`src/design/timebase_pkg.sv`:
```
package timebase_pkg;
   // Register window
   localparam int          WIN_BYTES        = 512;
   localparam logic [8:0]  OFS_MCR          = 9'h000;   // Module configuration register
   localparam logic [8:0]  OFS_ICR          = 9'h008;   // Interrupt configuration register
   localparam logic [8:0]  OFS_CIFR         = 9'h020;   // Channel interrupt flag register
   localparam logic [8:0]  OFS_FIRST_TIMEBASE_COUNT         = 9'h030;   // First count, read only
   localparam logic [8:0]  OFS_SECOND_TIMEBASE_COUNT         = 9'h034;   // Second count, read only
   // Module configuration field positions
   localparam int          B_STOP           = 15;
   localparam int          B_DIV2_HI        = 14;
   localparam int          B_DIV2_LO        = 13;
   localparam int          B_STF            = 8;
   localparam int          B_EMU            = 7;
   localparam int          B_GATE           = 6;
   localparam int          B_FIRST_STAGE_CLOCK_SELECT           = 5;
   localparam int          B_DIV1_HI        = 1;
   localparam int          B_DIV1_LO        = 0;
   // Interrupt configuration fields
   localparam int          B_LVL_HI         = 10;
   localparam int          B_LVL_LO         = 8;
   localparam int          B_VEC_HI         = 7;
   localparam int          B_VEC_LO         = 4;
   // Reset values
   localparam logic [15:0] MCR_RST          = 16'h0000;
   localparam logic [15:0] ICR_RST          = 16'h0000;
   // Divide figures for the first stage and the eighth clock
   localparam int          DIV_FAST         = 4;
   localparam int          DIV_SLOW         = 32;
   localparam int          DIV_EIGHTH       = 8;
   localparam int          PRE_W            = 5;        // Wide enough for 32
   localparam int          STAGE2_W         = 3;        // Counts to 8
   // Pin sync and filter shift depth (one more than the samples that must agree)
   localparam int          FILT_LEN         = 3;
endpackage : timebase_pkg

```
`src/design/prescale_if.sv`:
```
`timescale 1ns/1ns
`default_nettype none
// Carries one prescaler request and its result pulse
interface prescale_if;
   logic       tick;      // Input pulse to second stage
   logic [1:0] div_sel;   // Second-stage divide code
   logic       out_tick;  // Output pulse
   modport user (output tick, output div_sel, input out_tick);
   modport stage (input tick, input div_sel, output out_tick);
endinterface : prescale_if
`default_nettype wire

```
`src/design/prescale_stage.sv`:
```
`timescale 1ns/1ns
`default_nettype none
// Second prescaler stage: divides input pulses by 1, 2, 4 or 8
module prescale_stage
   import timebase_pkg::*;
(
   input  wire logic  clk_i,
   input  wire logic  rst_i,
   prescale_if.stage  p
);
   logic [STAGE2_W-1:0] cnt_r;   // Pulse counter
   logic [STAGE2_W-1:0] cnt_nxt;
   logic [STAGE2_W-1:0] last;    // Terminal count for the code
   logic                hit;

   // Terminal count from the code: 0,1,3,7
   always_comb begin
      last = STAGE2_W'((1 << p.div_sel) - 1);
      hit  = p.tick && (cnt_r >= last);
      if (!p.tick) begin
         cnt_nxt = cnt_r;
      end else if (hit) begin
         cnt_nxt = '0;
      end else begin
         cnt_nxt = cnt_r + STAGE2_W'(1);
      end
   end

   // Register the count
   always_ff @(posedge clk_i) begin
      if (rst_i) begin
         cnt_r <= '0;
      end else begin
         cnt_r <= cnt_nxt;
      end
   end

   assign p.out_tick = hit;   // Single-cycle pulse with the input tick, combinational

   a_div_count: assert property (@(posedge clk_i) disable iff (rst_i)
      p.out_tick |-> p.tick)
      else $error("stage output without input pulse");
endmodule : prescale_stage
`default_nettype wire

```
`src/design/timebase_core.sv`:
```
// Functional notes
// - Decode exactly a 512-byte register window
// - Unimplemented locations in window read zero
// - Word access only, except interrupt flags
// - First stage divides clock by 4 or 32
// - Divide field gives 1, 2, 4, 8
// - First count every 32..256 or 4..32 clocks
// - Finest first-count resolution is four clocks
// - Gate bit picks pin clock or gate
// - Config holds interrupt level and vector
// - Gated: eighth clock counts while pin high
// - Second prescale gives clock/8 to /64
// - Emulation bit writable once after reset
// - Stop freezes counters, sets stopped flag
`timescale 1ns/1ns
`default_nettype none
module timebase_core
   import timebase_pkg::*;
#(
   parameter int CNT_W = 16   // Count register width
)(
   input  wire logic        clk_i,
   input  wire logic        rst_i,
   // Classic Wishbone slave, 32-bit data
   input  wire logic        wb_cyc_i,
   input  wire logic        wb_stb_i,
   input  wire logic        wb_we_i,
   input  wire logic [31:0] wb_adr_i,
   input  wire logic [3:0]  wb_sel_i,
   input  wire logic [31:0] wb_dat_i,
   output logic      [31:0] wb_dat_o,
   output logic             wb_ack_o,
   output logic             wb_err_o,
   // Second count external pin
   input  wire logic        t2_pin_i,
   // Channel event flags set by channel logic
   input  wire logic [15:0] chan_flag_set_i,
   // Interrupt assignment, emulation and count outputs to the system
   output logic      [2:0]  irq_level_o,
   output logic      [3:0]  irq_vector_o,
   output logic             emulation_o,
   output logic      [CNT_W-1:0] first_count_o,
   output logic      [CNT_W-1:0] second_count_o
);
   // Register state
   logic [15:0]      mcr_r, mcr_nxt;             // Module configuration
   logic [15:0]      icr_r, icr_nxt;             // Interrupt configuration
   logic [15:0]      cifr_r, cifr_nxt;           // Channel interrupt flags
   logic             emu_done_r, emu_done_nxt;   // Emulation bit already written
   logic             ack_r, ack_nxt;             // Bus acknowledge
   logic             err_r, err_nxt;             // Bus error
   logic [31:0]      rdat_r, rdat_nxt;           // Read data
   // Counters
   logic [PRE_W-1:0] pre1_r, pre1_nxt;           // First-stage divider
   logic [2:0]       pre8_r, pre8_nxt;           // Eighth-clock divider
   logic [CNT_W-1:0] first_timebase_count_r, first_timebase_count_nxt;           // First count
   logic [CNT_W-1:0] second_timebase_count_r, second_timebase_count_nxt;           // Second count
   logic [FILT_LEN-1:0] pin_sh_r, pin_sh_nxt;    // Pin sync and filter shift
   logic             pin_f_r, pin_f_nxt;         // Filtered pin level
   logic             pin_rise;                   // Filtered rising edge
   // Decode
   logic             req, in_win, word_ok, is_flag;
   logic [8:0]       ofs;
   logic             stopped;
   logic             tick1, tick8, tick2_in;

   prescale_if p1 ();   // First timebase second stage
   prescale_if p2 ();   // Second timebase prescaler

   prescale_stage u_p1 (.clk_i(clk_i), .rst_i(rst_i), .p(p1));
   prescale_stage u_p2 (.clk_i(clk_i), .rst_i(rst_i), .p(p2));

   // Address decode of the window
   always_comb begin
      req     = wb_cyc_i && wb_stb_i && !ack_r && !err_r;
      in_win  = (wb_adr_i < 32'(WIN_BYTES));
      ofs     = wb_adr_i[8:0];
      is_flag = (ofs == OFS_CIFR);
      // Word access means both low lanes; flags also take single bytes
      word_ok = (wb_sel_i[1:0] == 2'h3) ||
                (is_flag && (wb_sel_i[1:0] != 2'h0));
   end

   assign stopped = mcr_r[B_STOP];

   // First stage: clock divided by 4 or 32; halted while stopped
   always_comb begin
      pre1_nxt = pre1_r;
      tick1    = 1'b0;
      if (!stopped) begin
         if (mcr_r[B_FIRST_STAGE_CLOCK_SELECT] ? (pre1_r >= PRE_W'(DIV_FAST - 1))
                           : (pre1_r >= PRE_W'(DIV_SLOW - 1))) begin
            pre1_nxt = '0;
            tick1    = 1'b1;   // Fastest is every 4 clocks
         end else begin
            pre1_nxt = pre1_r + PRE_W'(1);
         end
      end
   end

   // Eighth-clock source for the second count
   always_comb begin
      pre8_nxt = pre8_r;
      tick8    = 1'b0;
      if (!stopped) begin
         pre8_nxt = pre8_r + 3'h1;
         tick8    = (pre8_r == 3'(DIV_EIGHTH - 1));
      end
   end

   // Pin sync and digital filter: level changes after FILT_LEN-1 agreeing samples past the first sync stage
   always_comb begin
      pin_sh_nxt = {pin_sh_r[FILT_LEN-2:0], t2_pin_i};
      pin_f_nxt  = pin_f_r;
      if (pin_sh_r[FILT_LEN-1:1] == {(FILT_LEN-1){1'b1}}) begin
         pin_f_nxt = 1'b1;
      end else if (pin_sh_r[FILT_LEN-1:1] == {(FILT_LEN-1){1'b0}}) begin
         pin_f_nxt = 1'b0;
      end
      pin_rise = pin_f_nxt && !pin_f_r;
   end

   // Second count input select
   always_comb begin
      if (mcr_r[B_GATE]) begin
         tick2_in = tick8 && pin_f_r;
      end else begin
         tick2_in = pin_rise && !stopped;
      end
   end

   // Prescaler stage hookups
   assign p1.tick    = tick1;
   assign p1.div_sel = mcr_r[B_DIV1_HI:B_DIV1_LO];
   assign p2.tick    = tick2_in;
   assign p2.div_sel = mcr_r[B_DIV2_HI:B_DIV2_LO];

   // Count registers
   always_comb begin
      first_timebase_count_nxt = first_timebase_count_r;
      second_timebase_count_nxt = second_timebase_count_r;
      if (!stopped && p1.out_tick) begin
         first_timebase_count_nxt = first_timebase_count_r + CNT_W'(1);   // Wraps naturally
      end
      if (!stopped && p2.out_tick) begin
         second_timebase_count_nxt = second_timebase_count_r + CNT_W'(1);
      end
   end

   // Register writes, reads and acknowledge
   always_comb begin
      mcr_nxt      = mcr_r;
      icr_nxt      = icr_r;
      cifr_nxt     = cifr_r;
      emu_done_nxt = emu_done_r;
      ack_nxt      = 1'b0;
      err_nxt      = 1'b0;
      rdat_nxt     = rdat_r;
      if (req) begin
         if (!in_win || !word_ok) begin
            err_nxt = 1'b1;   // Outside window or illegal width
         end else begin
            ack_nxt  = 1'b1;
            rdat_nxt = 32'h0000_0000;   // Unused locations read zero
            unique case (ofs)
               OFS_MCR:  rdat_nxt = {16'h0000, mcr_r};
               OFS_ICR:  rdat_nxt = {16'h0000, icr_r};
               OFS_CIFR: rdat_nxt = {16'h0000, cifr_r};
               OFS_FIRST_TIMEBASE_COUNT: rdat_nxt = 32'(first_timebase_count_r);
               OFS_SECOND_TIMEBASE_COUNT: rdat_nxt = 32'(second_timebase_count_r);
               default:  rdat_nxt = 32'h0000_0000;
            endcase
            if (wb_we_i) begin
               unique case (ofs)
                  OFS_MCR: begin
                     mcr_nxt[B_STOP]              = wb_dat_i[B_STOP];
                     mcr_nxt[B_DIV2_HI:B_DIV2_LO] = wb_dat_i[B_DIV2_HI:B_DIV2_LO];
                     mcr_nxt[B_GATE]              = wb_dat_i[B_GATE];
                     mcr_nxt[B_FIRST_STAGE_CLOCK_SELECT]              = wb_dat_i[B_FIRST_STAGE_CLOCK_SELECT];
                     mcr_nxt[B_DIV1_HI:B_DIV1_LO] = wb_dat_i[B_DIV1_HI:B_DIV1_LO];
                     if (!emu_done_r) begin
                        mcr_nxt[B_EMU] = wb_dat_i[B_EMU];
                        emu_done_nxt   = 1'b1;
                     end
                  end
                  OFS_ICR: begin
                     icr_nxt = '0;
                     icr_nxt[B_LVL_HI:B_LVL_LO] = wb_dat_i[B_LVL_HI:B_LVL_LO];
                     icr_nxt[B_VEC_HI:B_VEC_LO] = wb_dat_i[B_VEC_HI:B_VEC_LO];
                  end
                  OFS_CIFR: begin
                     // Writing zero clears a flag, per enabled byte lane
                     if (wb_sel_i[0]) cifr_nxt[7:0]  = cifr_r[7:0]  & wb_dat_i[7:0];
                     if (wb_sel_i[1]) cifr_nxt[15:8] = cifr_r[15:8] & wb_dat_i[15:8];
                  end
                  default: ;
               endcase
            end
         end
      end
      // Stopped flag mirrors the halted clocks
      mcr_nxt[B_STF] = mcr_nxt[B_STOP];
      // New channel events win over a clearing write
      cifr_nxt = cifr_nxt | chan_flag_set_i;
   end

   // Registers
   always_ff @(posedge clk_i) begin
      if (rst_i) begin
         mcr_r      <= MCR_RST;
         icr_r      <= ICR_RST;
         cifr_r     <= '0;
         emu_done_r <= 1'b0;
         ack_r      <= 1'b0;
         err_r      <= 1'b0;
         rdat_r     <= '0;
         pre1_r     <= '0;
         pre8_r     <= '0;
         first_timebase_count_r     <= '0;
         second_timebase_count_r     <= '0;
         pin_sh_r   <= '0;
         pin_f_r    <= 1'b0;
      end else begin
         mcr_r      <= mcr_nxt;
         icr_r      <= icr_nxt;
         cifr_r     <= cifr_nxt;
         emu_done_r <= emu_done_nxt;
         ack_r      <= ack_nxt;
         err_r      <= err_nxt;
         rdat_r     <= rdat_nxt;
         pre1_r     <= pre1_nxt;
         pre8_r     <= pre8_nxt;
         first_timebase_count_r     <= first_timebase_count_nxt;
         second_timebase_count_r     <= second_timebase_count_nxt;
         pin_sh_r   <= pin_sh_nxt;
         pin_f_r    <= pin_f_nxt;
      end
   end

   // Outputs
   assign wb_dat_o       = rdat_r;
   assign wb_ack_o       = ack_r;
   assign wb_err_o       = err_r;
   assign irq_level_o    = icr_r[B_LVL_HI:B_LVL_LO];
   assign irq_vector_o   = icr_r[B_VEC_HI:B_VEC_LO];
   assign emulation_o    = mcr_r[B_EMU];
   assign first_count_o  = first_timebase_count_r;
   assign second_count_o = second_timebase_count_r;

   // Checks
   a_stop_freeze: assert property (@(posedge clk_i) disable iff (rst_i)
      stopped && $past(stopped) |-> $stable(first_timebase_count_r) && $stable(second_timebase_count_r))
      else $error("count moved while stopped");
   a_stf_follows: assert property (@(posedge clk_i) disable iff (rst_i)
      mcr_r[B_STF] == mcr_r[B_STOP])
      else $error("stopped flag differs from stop bit");
   a_fast_spacing: assert property (@(posedge clk_i) disable iff (rst_i)
      tick1 |=> !tick1 [*3])
      else $error("first stage pulse closer than four clocks");
   a_first_timebase_count_step: assert property (@(posedge clk_i) disable iff (rst_i)
      !$stable(first_timebase_count_r) |-> first_timebase_count_r == $past(first_timebase_count_r) + CNT_W'(1))
      else $error("first count step not one");
   a_emu_once: assert property (@(posedge clk_i) disable iff (rst_i)
      emu_done_r && $past(emu_done_r) |-> $stable(mcr_r[B_EMU]))
      else $error("emulation bit changed twice");
   a_gate_block: assert property (@(posedge clk_i) disable iff (rst_i)
      mcr_r[B_GATE] && !pin_f_r |-> !p2.tick)
      else $error("gated count ran with pin low");
   a_unmapped_zero: assert property (@(posedge clk_i) disable iff (rst_i)
      req && in_win && word_ok && !wb_we_i && ofs == 9'h100 |=> wb_ack_o && wb_dat_o == 32'h0000_0000)
      else $error("unused location read nonzero");
   a_byte_refused: assert property (@(posedge clk_i) disable iff (rst_i)
      req && !is_flag && wb_sel_i[1:0] == 2'h1 |=> wb_err_o && !wb_ack_o)
      else $error("byte access accepted on word register");
   a_window_edge: assert property (@(posedge clk_i) disable iff (rst_i)
      req && wb_adr_i >= 32'(WIN_BYTES) |=> wb_err_o)
      else $error("access outside window acknowledged");
   // Helper for the slow period check: clocks since the last first-stage pulse
   logic [PRE_W:0]   gap_r, gap_nxt;             // Clocks since last pulse
   logic             gap_ok_r, gap_ok_nxt;       // Gap counted wholly in slow, running mode

   // Restart on every pulse; a mode change or a stop spoils the gap
   always_comb begin
      gap_nxt    = tick1 ? '0 : gap_r + (PRE_W+1)'(1);
      gap_ok_nxt = tick1 ? !mcr_r[B_FIRST_STAGE_CLOCK_SELECT] : (gap_ok_r && !mcr_r[B_FIRST_STAGE_CLOCK_SELECT] && !stopped);
   end

   // Register the helper
   always_ff @(posedge clk_i) begin
      if (rst_i) begin
         gap_r    <= '0;
         gap_ok_r <= 1'b0;
      end else begin
         gap_r    <= gap_nxt;
         gap_ok_r <= gap_ok_nxt;
      end
   end

   a_slow_period: assert property (@(posedge clk_i) disable iff (rst_i)
      tick1 && gap_ok_r && !mcr_r[B_FIRST_STAGE_CLOCK_SELECT] |-> gap_r == (PRE_W+1)'(DIV_SLOW - 1))
      else $error("slow first stage period not 32");
endmodule : timebase_core
`default_nettype wire

```
`config.mk`:
```
export PLATFORM = sky130hd
export DESIGN_NAME = timebase_core
export DESIGN_NICKNAME = d
export VERILOG_FILES = /design/src/design/timebase_pkg.sv /design/src/design/prescale_if.sv /design/src/design/prescale_stage.sv /design/src/design/timebase_core.sv
export SDC_FILE = /design/constraint.sdc
export NUM_CORES = 1
export LEC_CHECK = 0
export BUFFER_PORTS_ARGS = -buffer_cell sky130_fd_sc_hd__buf_4
export CAP_MARGIN = 10
export CORE_ASPECT_RATIO = 0.9
export CORE_MARGIN = 3
export CORE_UTILIZATION = 46
export DETAILED_ROUTE_END_ITERATION = 7
export PLACE_DENSITY_LB_ADDON = 0.2
export SYNTH_ARGS = -nofsm -noshare
export SYNTH_HDL_FRONTEND = slang
export SYNTH_HIERARCHICAL = 1
export SYNTH_SLANG_ARGS = --single-unit
export TNS_END_PERCENT = 100
```
`constraint.sdc`:
```
create_clock -name clk_i -period 2.52 [get_ports clk_i]
set_input_delay 0.252 -clock clk_i [delete_from_list [all_inputs] [get_ports clk_i]]
set_output_delay 0.252 -clock clk_i [all_outputs]
set_load 0.02 [all_outputs]
```
Word-level counts from Yosys, hierarchy flattened
Index checks and enable logic that the tools add are counted.
{ "word_totals": {"ff_bits": 116, "word_cells": 95, "output_inout_bits": 74} }
{ "op_classes": {"order_cmp": 5, "mux": 23, "reduce_logical": 27, "n_shift": 2, "addsub": 8, "n_bitwise": 6, "n_eq_ne": 7} }
{ "op_table": {"columns": ["cell", "count"], "rows": [
  ["one-hot mux 16 bit (5 select lines)", 1],
  ["2-to-1 mux 16 bit", 4],
  ["adder 16 x 1 -> 16 bit, second input constant", 2],
  ["less-than comparator 32 x 10 -> 1 bit, second input constant", 1],
  ["== test 9 x 6 -> 1 bit, second input constant", 3],
  ["2-to-1 mux 3 bit", 6],
  ["AND 8 bit", 2],
  ["2-to-1 mux 8 bit", 2],
  ["bitwise OR 16 bit", 1],
  ["logical AND 1 bit", 11],
  ["adder 3 x 1 -> 3 bit, second input constant", 3],
  ["== test 9 x 4 -> 1 bit, second input constant", 1],
  ["logical NOT 9 bit", 1],
  ["2-to-1 mux 1 bit", 9],
  ["AND reduction 4 bit", 2],
  [">= comparator 3 bit", 2],
  ["logical NOT 1 bit", 6],
  ["<< shifter 1 x 2 -> 3 bit, first input constant", 2],
  ["subtractor 3 x 2 -> 3 bit, second input constant", 2],
  ["adder 5 x 1 -> 5 bit, second input constant", 1],
  [">= comparator 5 x 2 -> 1 bit, second input constant", 1],
  [">= comparator 5 bit, second input constant", 1],
  ["2-to-1 mux 5 bit", 1],
  ["AND reduction 5 bit", 1],
  ["other kinds (8)", 12]
]} }

Logic depth before layout (Yosys ltp)
Gate-level depths: netlist (run 1).
{ "depth": {"word_depth": 8, "ltp_mapped": 12} }

Modules after synthesis
The synthesis (run 1) kept the hierarchy.
{ "modules_own_cells": {"columns": ["module", "n_inst", "area_each_um2", "cells_each", "seq_area_each_um2"], "rows": [
  ["timebase_core", 1, 4428.0, 485, 1881.8],
  ["prescale_stage", 2, 249.0, 28, 60.1]
]} }

Worst setup path after synthesis (run 1)
No wires, ideal clock.
{ "synth_timing": {"kind": "flip-flop to flip-flop", "start": "register pre1_r[0]", "end": "register first_timebase_count_r[9] (netlist: first_count_o[9])", "path_stages_with_launch": 13, "slack_ns": -0.019, "setup_time_ns": 0.128, "arrival_ns": 2.411, "period_less_slack_ns": 2.539, "n_path_buf": 1, "path_cell_list": "dfxtp_1 -> ha_1 -> and3_1 -> ha_1 -> o31ai_1 -> a21oi_1 -> and2_1 -> nor2b_1 -> and4_1 -> clkbuf_1 -> nand4_1 -> xor2_1 -> nor2_1"} }
{ "synth_via": {"elab_chain_len": 6, "elab_cells_between_ends": 7, "cone_classes": "2 x order compare; 3 x mux; 2 x reduce/logical"} }
{ "synth_rtl": {"columns": ["element", "line_no", "text"], "rows": [
  ["start, declared", "timebase_core.sv:54", "logic [PRE_W-1:0] pre1_r, pre1_nxt;"],
  ["start signal, assigned", "timebase_core.sv:231", "pre1_r <= pre1_nxt;"],
  [">= comparator 5 bit or >= comparator 5 x 2 -> 1 bit (tied branches)", "timebase_core.sv:92, timebase_core.sv:91", null],
  ["2-to-1 mux 1 bit * (2 in series)", "timebase_core.sv:91", "if (mcr_r[B_FIRST_STAGE_CLOCK_SELECT] ? (pre1_r >= PRE_W'(DIV_FAST - 1))"],
  ["2-to-1 mux 1 bit *", "timebase_core.sv:90", "if (!stopped) begin"],
  ["named net p1.tick", "prescale_if.sv:5", "logic tick;"],
  ["logical AND 1 bit *", "prescale_stage.sv:19", "hit = p.tick && (cnt_r >= last);"],
  ["named net p1.out_tick", "prescale_if.sv:7", "logic out_tick;"],
  ["logical AND 1 bit *", "timebase_core.sv:142", "if (!stopped && p1.out_tick) begin"],
  ["end signal, assigned", "timebase_core.sv:233", "first_timebase_count_r <= first_timebase_count_nxt;"],
  ["end, declared", "timebase_core.sv:56", "logic [CNT_W-1:0] first_timebase_count_r, first_timebase_count_nxt;"]
]} }
The timed path passes the listed nets; every way through them passes the cells marked *.
A chain may end at the register's enable or synchronous reset.

Final worst setup path (run 1)
{ "layout_timing": {"start": "register mcr_r[14]", "end": "register second_timebase_count_r[15] (netlist: second_count_o[15])"} }
{ "layout_via": {"elab_chain_len": 5} }
{ "layout_rtl": {"columns": ["element", "line_no", "text"], "rows": [
  ["start, declared", "timebase_core.sv:46", "logic [15:0] mcr_r, mcr_nxt;"],
  ["start signal, assigned", "timebase_core.sv:224", "mcr_r <= mcr_nxt;"],
  ["<< shifter 1 x 2 -> 3 bit", "prescale_stage.sv:18", "last = STAGE2_W'((1 << p.div_sel) - 1);"],
  ["subtractor 3 x 2 -> 3 bit", "prescale_stage.sv:18", null],
  [">= comparator 3 bit", "prescale_stage.sv:19", null],
  ["logical AND 1 bit", "prescale_stage.sv:19", null],
  ["named net p2.out_tick", "prescale_if.sv:7", null],
  ["logical AND 1 bit", "timebase_core.sv:145", "if (!stopped && p2.out_tick) begin"],
  ["end signal, assigned", "timebase_core.sv:234", "second_timebase_count_r <= second_timebase_count_nxt;"],
  ["end, declared", "timebase_core.sv:57", "logic [CNT_W-1:0] second_timebase_count_r, second_timebase_count_nxt;"]
]} }
The timed path passes the listed nets, and every way through them passes these cells.

==> metrics.yaml, run 1 <==
outcome:
  outcome: "finished, final reports clean"
grt:
  grt_pass1_wl_mm: 21.74
  overflow: 0
  grt_antenna_before_repair: 0
  track_usage_pct: 22.52
  grt_start_max_net_pins: 79
  grt_pass1_vias: 4279
finish:
  fillCellCount: 923
  drive_above_1_share_pct: 28.42
  antennaDiodeCount: 0
  nNetsFinal: 772
  final_area_sq_um: 6272
  utilization_pct: 60.69
  stdcell_count: 801
  syn_to_final_growth_pct: 27.33
clock_network:
  cts.sinks: 100
  insertion_delay_ps: 340
  cts_tree: "yes"
  cts_root_buf: "clkbuf_16"
  holdBufCountCts: 0
  h-tree-depth: 3
  cts_max_path_buffers: 2
  clkTransAtPathRegs_ps: 70
  numCtsBuffers: 9
  cts_setup_buffers: 0
  post_cts_resized: 0
setup_path:
  crit_arrival_ps: 2590
  endpoint_kind: "register"
  worstSetupStartpointType: "register"
  crit_buf_inv: 1
  required_ps: 2720
  crit_chain: "or2_2 > ha_1 > nor2b_2 > o21ai_1 > and2_1 > nand4b_1 > nor4_2 > buf_4 > nand3_1 > xor2_1 > nor2_1"
  path_class: "register to register"
  cpMaxStageDelayCell: "dfxtp_1"
  crit_path_max_incr_delay_ps: 350
  crit_family: "simple AND/OR/NAND/NOR gates"
  path_max_fanout: 5
floorplanning:
  dieArea_sq_um: 11990
  num_rows: 35
  core_sq_um: 10330
  die_h_um: 104.2
  chipWidth_um: 115.1
  initial_core_util_pct: 47.66
  io_pins: 164
detailed_routing:
  drt-total-wl_mm: 13.72
  avgViaCountPerCell: 5.720
  drtIter0Drc: 375
  routedWlPerCell_um: 17.13
  dr.pass1.iters: 5
  antenna_left: 0
  route.detailed.drc: 0
  vias: 4582
yosys:
  synth_area_per_cell_sq_um: 9.105
  yosysSeqAreaShare_pct: 40.64
  ys_warn_count: 6
  synth_xor_area_share_pct: 6.045
  synth_top_family_by_area: "simple AND/OR/NAND/NOR gates"
  synth_edf_count: 0
  synthAdderAreaFrac_pct: 3.556
  synth_top_flop_cell: "dfxtp_1"
  synth_compound_area_share_pct: 19.30
  syn_inst: 541
  ys_types: 61
  synthSimpleGateAreaFrac_pct: 23.16
  synthArstFlopShare_pct: 0
  syn-cell-area_sq_um: 4926
  synth_seq_cells: 100
  synthMuxAreaShare_pct: 1.448
placed_design:
  placed_area_sq_um: 5973
  place_inst: 786
  gp_routability_congestion: 0.8714
  dp.final_hpwl_mm: 10.33
  port_buffers: 129
timing:
  setup_viol: 0
  slew_viol_final: 0
  tightest_slew_ps: 1169
  period_share_pct: 95.01
  finalClockSkew_ps: 9.354
  max-slew-margin-rel_pct: 22.08
  hold_violations: 0
  setup_tns_ps: 0
  layout_min_cycle_time_ps: 2394
  fmax_ghz: 0.4177
pwr:
  leakagePower_uw: 0.002535
  power_density_nw_per_um2: 506.6
  ir_worst_vdd_v: 0.0003315
min_path:
  hp-class: "input port to register"
flow_run:
  maxCapViolCount: 0
==> routing by layer <==
layer / wire length (um) / global-route usage [%] / vias to the layer above
met1: 5877 / 30.29 / 2137
met4: 210 / 4.694 / 0
met3: 1249 / 5.003 / 20
met2: 6384 / 36.98 / 220
met5: 0 / 0 / -
li1: - / - / 2205
==> cell usage after synthesis, types with 12 or more instances <==
cell type,number,share of area (%)
buf_4,16,2.4
clkbuf_1,12,0.91
nand3_1,28,2.8
a222oi_1,12,2.4
nand2_1,25,1.9
a211oi_1,16,2.4
nor2_1,80,6.1
o21ai_0,16,1.6
a21oi_1,23,2.3
ha_1,14,3.6
dfxtp_1,100,41
xor2_1,27,4.8
==> final cells by class <==
class	count	area (sq um)	area share, %
Multi-Input combinational cell	405	2718	43.33
Sequential cell	100	2002	31.92
Timing Repair Buffer	144	1081	17.24
Clock buffer	9	225.2	3.591
Tap cell	129	161.4	2.573
Clock inverter	6	55.05	0.8777
Inverter	8	30.03	0.4788
==> power breakdown <==
| part | leakage (uW) | switching, uW | internal, uW |
|---|---|---|---|
| clock | 0.000139 | 633 | 688 |
| sequential | 0.000812 | 19.2 | 1610 |
| combinational | 0.00158 | 121 | 108 |
==> flip-flops by register name, indices dropped and copies added (netlist names), 3 cells and up <==
register and flops:
wb_dat_o 16, second_count_o 16, pin_sh_r 3, pre1_r 5, u_p1/cnt_r 3, cifr_r 16, first_count_o 16, u_p2/cnt_r 3
icr_r 7, mcr_r 8, pre8_r 3
==> worst paths after layout <==
| path | start | end | slack, ps | cells past startpoint |
|---|---|---|---|---|
| hold / removal | t2_pin_i | pin_sh_r[0] | 130 | 2 |
| setup / recovery | mcr_r[14] | second_count_o[15] | 130 | 11 |
| hold reg to reg | pin_sh_r[0] | pin_sh_r[1] | 450 | 1 |
| setup reg to reg | mcr_r[14] | second_count_o[15] | 130 | 11 |
==> cells in the final DEF (no fill, tap or decap), drive strengths merged, types with 10 or more instances in the layout <==
cell     synthesis  layout
buf             31     144
dfxtp          100     100
nor2            81      81
nand3           28      28
xor2            27      27
nand2           26      26
a21oi           26      26
o21ai           18      18
a211oi          16      16
conb             1      16
o2bb2ai         16      16
ha              14      14
inv              8      13
a222oi          12      12
nand4           10      10
==> kinds of logic (layout without fill, tap and decap cells) <==
group,count (synthesis),after routing
simple gates,216,216
other cells,1,16
flops,100,100
fa+ha+maj,14,14
buf+inv,51,167
xor+xnor,34,34
compound gates,118,118
mux,7,7
==> stage by stage <==
step	total power (uW)	hold slack [ps]	worst slack [ps]
finish	3178	128.5	125.7
global placement	1885	425.9	112.3
detailed placement	1893	437.8	59.82
CTS	3199	130.9	51.71
global route	3280	139.9	-40.74
floorplan	1783	321.1	68.39
Power figures use the tool's default switching activity.
==> inputs of run 2 (changes only) <==
HOLD_SLACK_MARGIN = 0.05   (was not set)
PLACE_DENSITY = 0.77   (was not set)
PLACE_DENSITY_LB_ADDON = not set   (was 0.2)
TNS_END_PERCENT = not set   (was 100)
==> metrics.yaml, run 2 (synthesis results as in run 1) <==
outcome:
  outcome: "finished, final reports clean"
detailed_routing:
  drtIter0Drc: 439  # +17%
  route.detailed.drc: 0  # unchanged
  wl_met3_mm: 1.339  # +7.2%
  met2_length_mm: 6.727  # +5.4%
  antenna_left: 0  # unchanged
  routedWlPerCell_um: 17.50  # +2.1%
  highest_layer: "met4"
  dr.pass1.iters: 7  # +2
  drt-met1-wl_mm: 5.740  # -2.3%
  avgViaCountPerCell: 5.815  # +1.7%
  drt-total-wl_mm: 14.09  # +2.7%
  vias: 4681  # +2.2%
setup_path:
  r2r_slack_ps: 150  # +20 ps
  endpoint_kind: "register"
  required_ps: 2720  # about the same
  worstSetupStartpointType: "register"
  r2r_cells: 10  # -1
  rr_startpoint: "mcr_r[14]"
  path_class: "register to register"
  crit_chain: "or2_2 > ha_1 > nor2b_2 > o21ai_1 > and2_4 > nand4b_1 > nor2_1 > and4_1 > xnor2_1 > nor2_1"
  crit_arrival_ps: 2570  # -20 ps
  cpMostUsedCell: "nor2_1"
  cpMaxStageDelayCell: "dfxtp_1"
  crit_path_max_incr_delay_ps: 340  # about the same
  path_max_fanout: 5  # unchanged
  r2r_end: "second_count_o[7]"
min_path:
  worstHoldPathCells: 2  # unchanged
  min_from: "t2_pin_i"
  hold_end: "pin_sh_r[0]"
  hp-class: "input port to register"
pwr:
  leakagePower_uw: 0.002559  # +0.92%
  ir_worst_vdd_v: 0.0004217  # +27%
  power_density_nw_per_um2: 515.7  # +1.8%
placed_design:
  gp_routability_congestion: 0.8538  # -2.0%
  port_buffers: 129  # unchanged
  dp.final_hpwl_mm: 10.60  # +2.6%
floorplanning:
  die_h_um: 104.2  # unchanged
  chipWidth_um: 115.1  # unchanged
  initial_core_util_pct: 47.66  # unchanged
  dieArea_sq_um: 11990  # unchanged
  io_pins: 164  # unchanged
  num_rows: 35  # unchanged
  core_sq_um: 10330  # unchanged
clock_network:
  cts_tree: "yes"
  cts.sinks: 100  # unchanged
  numCtsBuffers: 9  # unchanged
  cts_root_buf: "clkbuf_16"
  insertion_delay_ps: 340  # about the same
  h-tree-depth: 3  # unchanged
  cts_max_path_buffers: 2  # unchanged
  clkTransAtPathRegs_ps: 70  # about the same
  holdBufCountCts: 0  # unchanged
finish:
  final_cell_mix: "buf_4, dfxtp_1, nor2_1"
  drive_above_1_share_pct: 28.70  # +0.28 points
  nNetsFinal: 775  # +0.39%
  syn_to_final_growth_pct: 28.12
  final_common_cell: "buf_4"
  utilization_pct: 61.07  # +0.38 points
  antennaDiodeCount: 0  # unchanged
timing:
  period_share_pct: 94.09  # -0.92 points
  setup_viol: 0  # unchanged
  tightest_slew_ps: 1123  # -46.13 ps
  rsz0062_at_grt: "false"
  max-slew-margin-rel_pct: 25.16  # +3.1 points
  finalClockSkew_ps: 6.007  # -3.347 ps
  setup_tns_ps: 0  # unchanged
  layout_min_cycle_time_ps: 2371  # -23.28 ps
  hold_violations: 0  # unchanged
  slew_viol_final: 0  # unchanged
  fmax_ghz: 0.4218  # +0.98%
grt:
  grt_antenna_before_repair: 0  # unchanged
  track_usage_pct: 23.03  # +0.50 points
  grt_pass1_wl_mm: 22.24  # +2.3%
  overflow: 0  # unchanged
  grt_pass1_vias: 4483  # +4.8%
  grt_start_max_net_pins: 79  # unchanged
flow_run:
  maxCapViolCount: 0  # unchanged
## run 2: worst max-delay path by stage
| stage | from | cells after the start | end |
|---|---|---|---|
| finish | mcr_r[14] | 10 | second_count_o[7] |
| global route | mcr_r[14] | 10 | second_count_o[7] |
| CTS | pre1_r[1] | 11 | first_count_o[11] |
| detailed placement | pre1_r[1] | 11 | first_count_o[15] |
| global placement | pre1_r[1] | 11 | first_count_o[15] |
| floorplan | pre1_r[0] | 12 | first_count_o[9] |
## run 2: cell type report
cell class / count / area (sq um)
Inverter: 8 / 30.03
Multi-Input combinational cell: 405 / 2714
Timing Repair Buffer: 147 / 1104
Clock buffer: 10 / 229.0
Sequential cell: 100 / 2002
Fill cell: 875 / 4024
Tap cell: 129 / 161.4
Clock inverter: 6 / 71.32
## run 2: power breakdown
group	total [uW]	internal, uW	switching [uW]
sequential	1630	1610	19.4
clock	1390	781	612
combinational	234	111	122
total	3250	2500	754
## run 2: worst max-delay path, delay by kind of cell (launching register included)
kind | cells | cell delay [ps]
xor gates and xnor gates | 1 | 130
AOI/OAI and AO/OA | 1 | 160
adders and majority gates | 1 | 290
and+or+nand+nor | 7 | 1300
DFF | 1 | 340
## run 2: timing repair
action | in CTS | in global routing
gates resized for setup | 0 | 6
setup endpoints to repair | 0 | 15
buffers inserted | 0 | 0
## run 2: per-layer routing
| layer | track usage (%) | vias to the layer above |
|---|---|---|
| met2 | 37.23 | 237 |
| met3 | 5.643 | 27 |
| met1 | 30.54 | 2204 |
| met5 | 0 | - |
| li1 | - | 2213 |
| met4 | 6.203 | 0 |
## run 2: stage by stage
stage	power, uW	worst slack, ps	cells	cell area, sq um	hold slack (ps)
6_report	3254	149.0	805	6311	121.9
5_1_grt	3366	1.513	805	6311	138.4
4_1_cts	3274	43.30	805	6296	122.2
3_5_place_dp	1897	63.19	789	5996	434.4
3_3_place_gp	1889	130.6	789	5996	419.5
2_1_floorplan	1783	68.39	556	4985	321.1
==> inputs of run 3 (changes only) <==
CELL_PAD_IN_SITES_DETAIL_PLACEMENT = 1   (was not set)
CELL_PAD_IN_SITES_GLOBAL_PLACEMENT = 2   (was not set)
CORE_UTILIZATION = 27   (was 46)
PLACE_DENSITY = not set   (was 0.77)
PLACE_DENSITY_LB_ADDON = 0.1   (was not set)
==> metrics.yaml, run 3 (synthesis results as in run 1) <==
outcome:
  outcome: "finished, final reports clean"
grt:
  overflow: 0  # unchanged
  grt_pass1_vias: 4843  # +8.0%
  grt_pass1_wl_mm: 27.22  # +22%
  grt_start_max_net_pins: 79  # unchanged
  track_usage_pct: 17.62  # -5.4 points
  grt_antenna_before_repair: 0  # unchanged
detailed_routing:
  drtIter0Drc: 247  # -44%
  drt-total-wl_mm: 17.73  # +26%
  route.detailed.drc: 0  # unchanged
  routedWlPerCell_um: 19.19  # +9.7%
  avgViaCountPerCell: 5.081  # -13%
  dr.pass1.iters: 5  # -2
  antenna_left: 0  # unchanged
  vias: 4695  # +0.30%
finish:
  syn_to_final_growth_pct: 33.81
  stdcell_count: 924  # +15%
  fillCellCount: 2078  # +140%
  final_area_sq_um: 6591  # +4.4%
  seq_area_sq_um: 2008  # +0.31%
  multi_input_area_sq_um: 2740  # +0.97%
  nNetsFinal: 783  # +1.0%
  final_cell_mix: "buf_4, dfxtp_1, nor2_1"
  drive_above_1_share_pct: 30.41  # +1.7 points
  antennaDiodeCount: 0  # unchanged
  final_common_cell: "buf_4"
timing:
  fmax_ghz: 0.4145  # -1.7%
  finalClockSkew_ps: 8.342  # +2.335 ps
  period_share_pct: 95.74  # +1.6 points
  max-slew-margin-rel_pct: 38.63  # +13 points
  hold_violations: 0  # unchanged
  rsz0062_at_grt: "true"
  setup_tns_ps: 0  # unchanged
  setup_viol: 0  # unchanged
  finalWorstSetupSlack_ps: 107.4  # -41.56 ps
  whs_ps: 136.5  # +14.57 ps
  tightest_slew_ps: 920.5  # -202.1 ps
  slew_viol_final: 0  # unchanged
  layout_min_cycle_time_ps: 2413  # +41.56 ps
pwr:
  swShare_pct: 22.57  # -0.58 points
  p_seq_share_pct: 46.8  # -3.2 points
  p_int_uw: 2695  # +7.8%
  ir_worst_vdd_v: 0.0002636  # -37%
  leakagePower_uw: 0.002617  # +2.3%
  clock_power_share_pct: 46.2  # +3.4 points
  power_frac_comb_pct: 7.0  # -0.2 points
  p_switching_uw: 785.9  # +4.3%
  power_density_nw_per_um2: 528.2  # +2.4%
setup_path:
  r2r_end: "second_count_o[13]"
  path_max_fanout: 5  # unchanged
  cp.depth: 11  # +1
  endpoint_kind: "register"
  r2r_cells: 11  # +1
  r2r_slack_ps: 110  # -40 ps
  path_class: "register to register"
  required_ps: 2720  # about the same
  crit_path_start: "mcr_r[14]"
  cpMaxStageDelayCell: "dfxtp_4"
  crit_buf_inv: 1  # +1
  crit_chain: "or2_2 > ha_4 > nor2b_4 > o21ai_1 > and2_4 > nand4b_1 > nor4_1 > buf_4 > nand3_1 > xor2_1 > nor2_1"
  crit_family: "simple AND/OR/NAND/NOR gates"
  worstSetupStartpointType: "register"
  cp-endpoint: "second_count_o[13]"
  crit_path_max_incr_delay_ps: 350  # about the same
  crit_arrival_ps: 2610  # +40 ps
  rr_startpoint: "mcr_r[14]"
floorplanning:
  die_h_um: 134.1  # +29%
  initial_core_util_pct: 27.70  # -20 points
  dieArea_sq_um: 19900  # +66%
  core_sq_um: 17780  # +72%
  io_pins: 164  # unchanged
  num_rows: 46  # +31%
  chipWidth_um: 148.4  # +29%
clock_network:
  cts_root_buf: "clkbuf_16"
  numCtsBuffers: 9  # unchanged
  insertion_delay_ps: 350  # about the same
  clkTransAtPathRegs_ps: 70  # about the same
  h-tree-depth: 3  # unchanged
  cts_tree: "yes"
  cts.sinks: 100  # unchanged
  holdBufCountCts: 0  # unchanged
  cts_max_path_buffers: 2  # unchanged
flow_run:
  maxCapViolCount: 0  # unchanged
placed_design:
  place_inst: 905  # +15%
  gp_routability_congestion: 0.8496  # -0.49%
  placed_area_sq_um: 6172  # +2.9%
  post-place-ws_ps: -3.342  # -66.53 ps
  port_buffers: 129  # unchanged
  dp.final_hpwl_mm: 13.19  # +24%
min_path:
  hp-class: "input port to register"
run 3: changes by cell type in the layout (fill, tap and decap cells not counted), moves of 2 or more:
cell       previous run  this run
dfxtp_1             100        97
buf_4               147       154
bufinv_16             1         3
dfxtp_2               0         2
run 3: per-layer routing:
| metal | global-route usage (%) | part of all wire (%) |
|---|---|---|
| met5 | 0 | 0 |
| met4 | 4.669 | 1.7 |
| met3 | 3.581 | 6.8 |
| met2 | 28.10 | 45 |
| met1 | 24.39 | 46 |
run 3: power groups by stage:
| stage | Clock, uW | Sequential (uW) | Combinational, uW |
|---|---|---|---|
| 3_5_place_dp | 0 | 1670 | 242 |
| 4_1_cts | 1660 | 1630 | 242 |
| 6_report | 1610 | 1630 | 242 |
| 2_1_floorplan | 0 | 1660 | 123 |
| 3_3_place_gp | 0 | 1670 | 234 |
| 5_1_grt | 1710 | 1630 | 268 |
run 3: area by class of cell:
class / count / area share (%)
Inverter: 8 / 0.4556
Tap cell: 240 / 4.556
Clock buffer: 10 / 3.474
Multi-Input combinational cell: 405 / 41.57
Clock inverter: 6 / 1.708
Timing Repair Buffer: 155 / 17.77
Sequential cell: 100 / 30.47
run 3: repair_timing:
| item | CTS | global route |
|---|---|---|
| resized for setup | 1 | 13 |
| buffers inserted | 0 | 2 |
| setup endpoints to repair | 3 | 14 |
| endpoints found under the hold margin | 0 | 0 |
| cloned | 0 | 0 |
| pin swaps | 0 | 3 |
run 3: worst min-delay path by stage:
stage	start	to	slack, ps	depth (start not counted)
finish	t2_pin_i	pin_sh_r[0]	140	2
global route	t2_pin_i	pin_sh_r[0]	120	2
CTS	t2_pin_i	pin_sh_r[0]	120	2
detailed placement	wb_dat_o[14]	wb_dat_o[14]	460	1
global placement	wb_dat_o[12]	wb_dat_o[12]	450	1
floorplan	rst_i	u_p1/cnt_r[0]	320	1
run 3: stage by stage:
stage / utilization, % / power (uW)
5_1_grt: 37.06 / 3613
4_1_cts: 36.63 / 3531
3_5_place_dp: 34.71 / 1909
3_3_place_gp: 34.71 / 1900
2_1_floorplan: - / 1783
6_report: 37.06 / 3481
run 3: worst register-to-register path, delay by kind of cell, from the launching register on:
kind,cells,cell delay [ps]
AND/OR/NAND/NOR,7,1170
adder cells (fa/ha/maj),1,290
XOR/XNOR,1,150
AO/OA/AOI/OAI,1,130
flip-flops,1,350
buffers and inverters,1,170
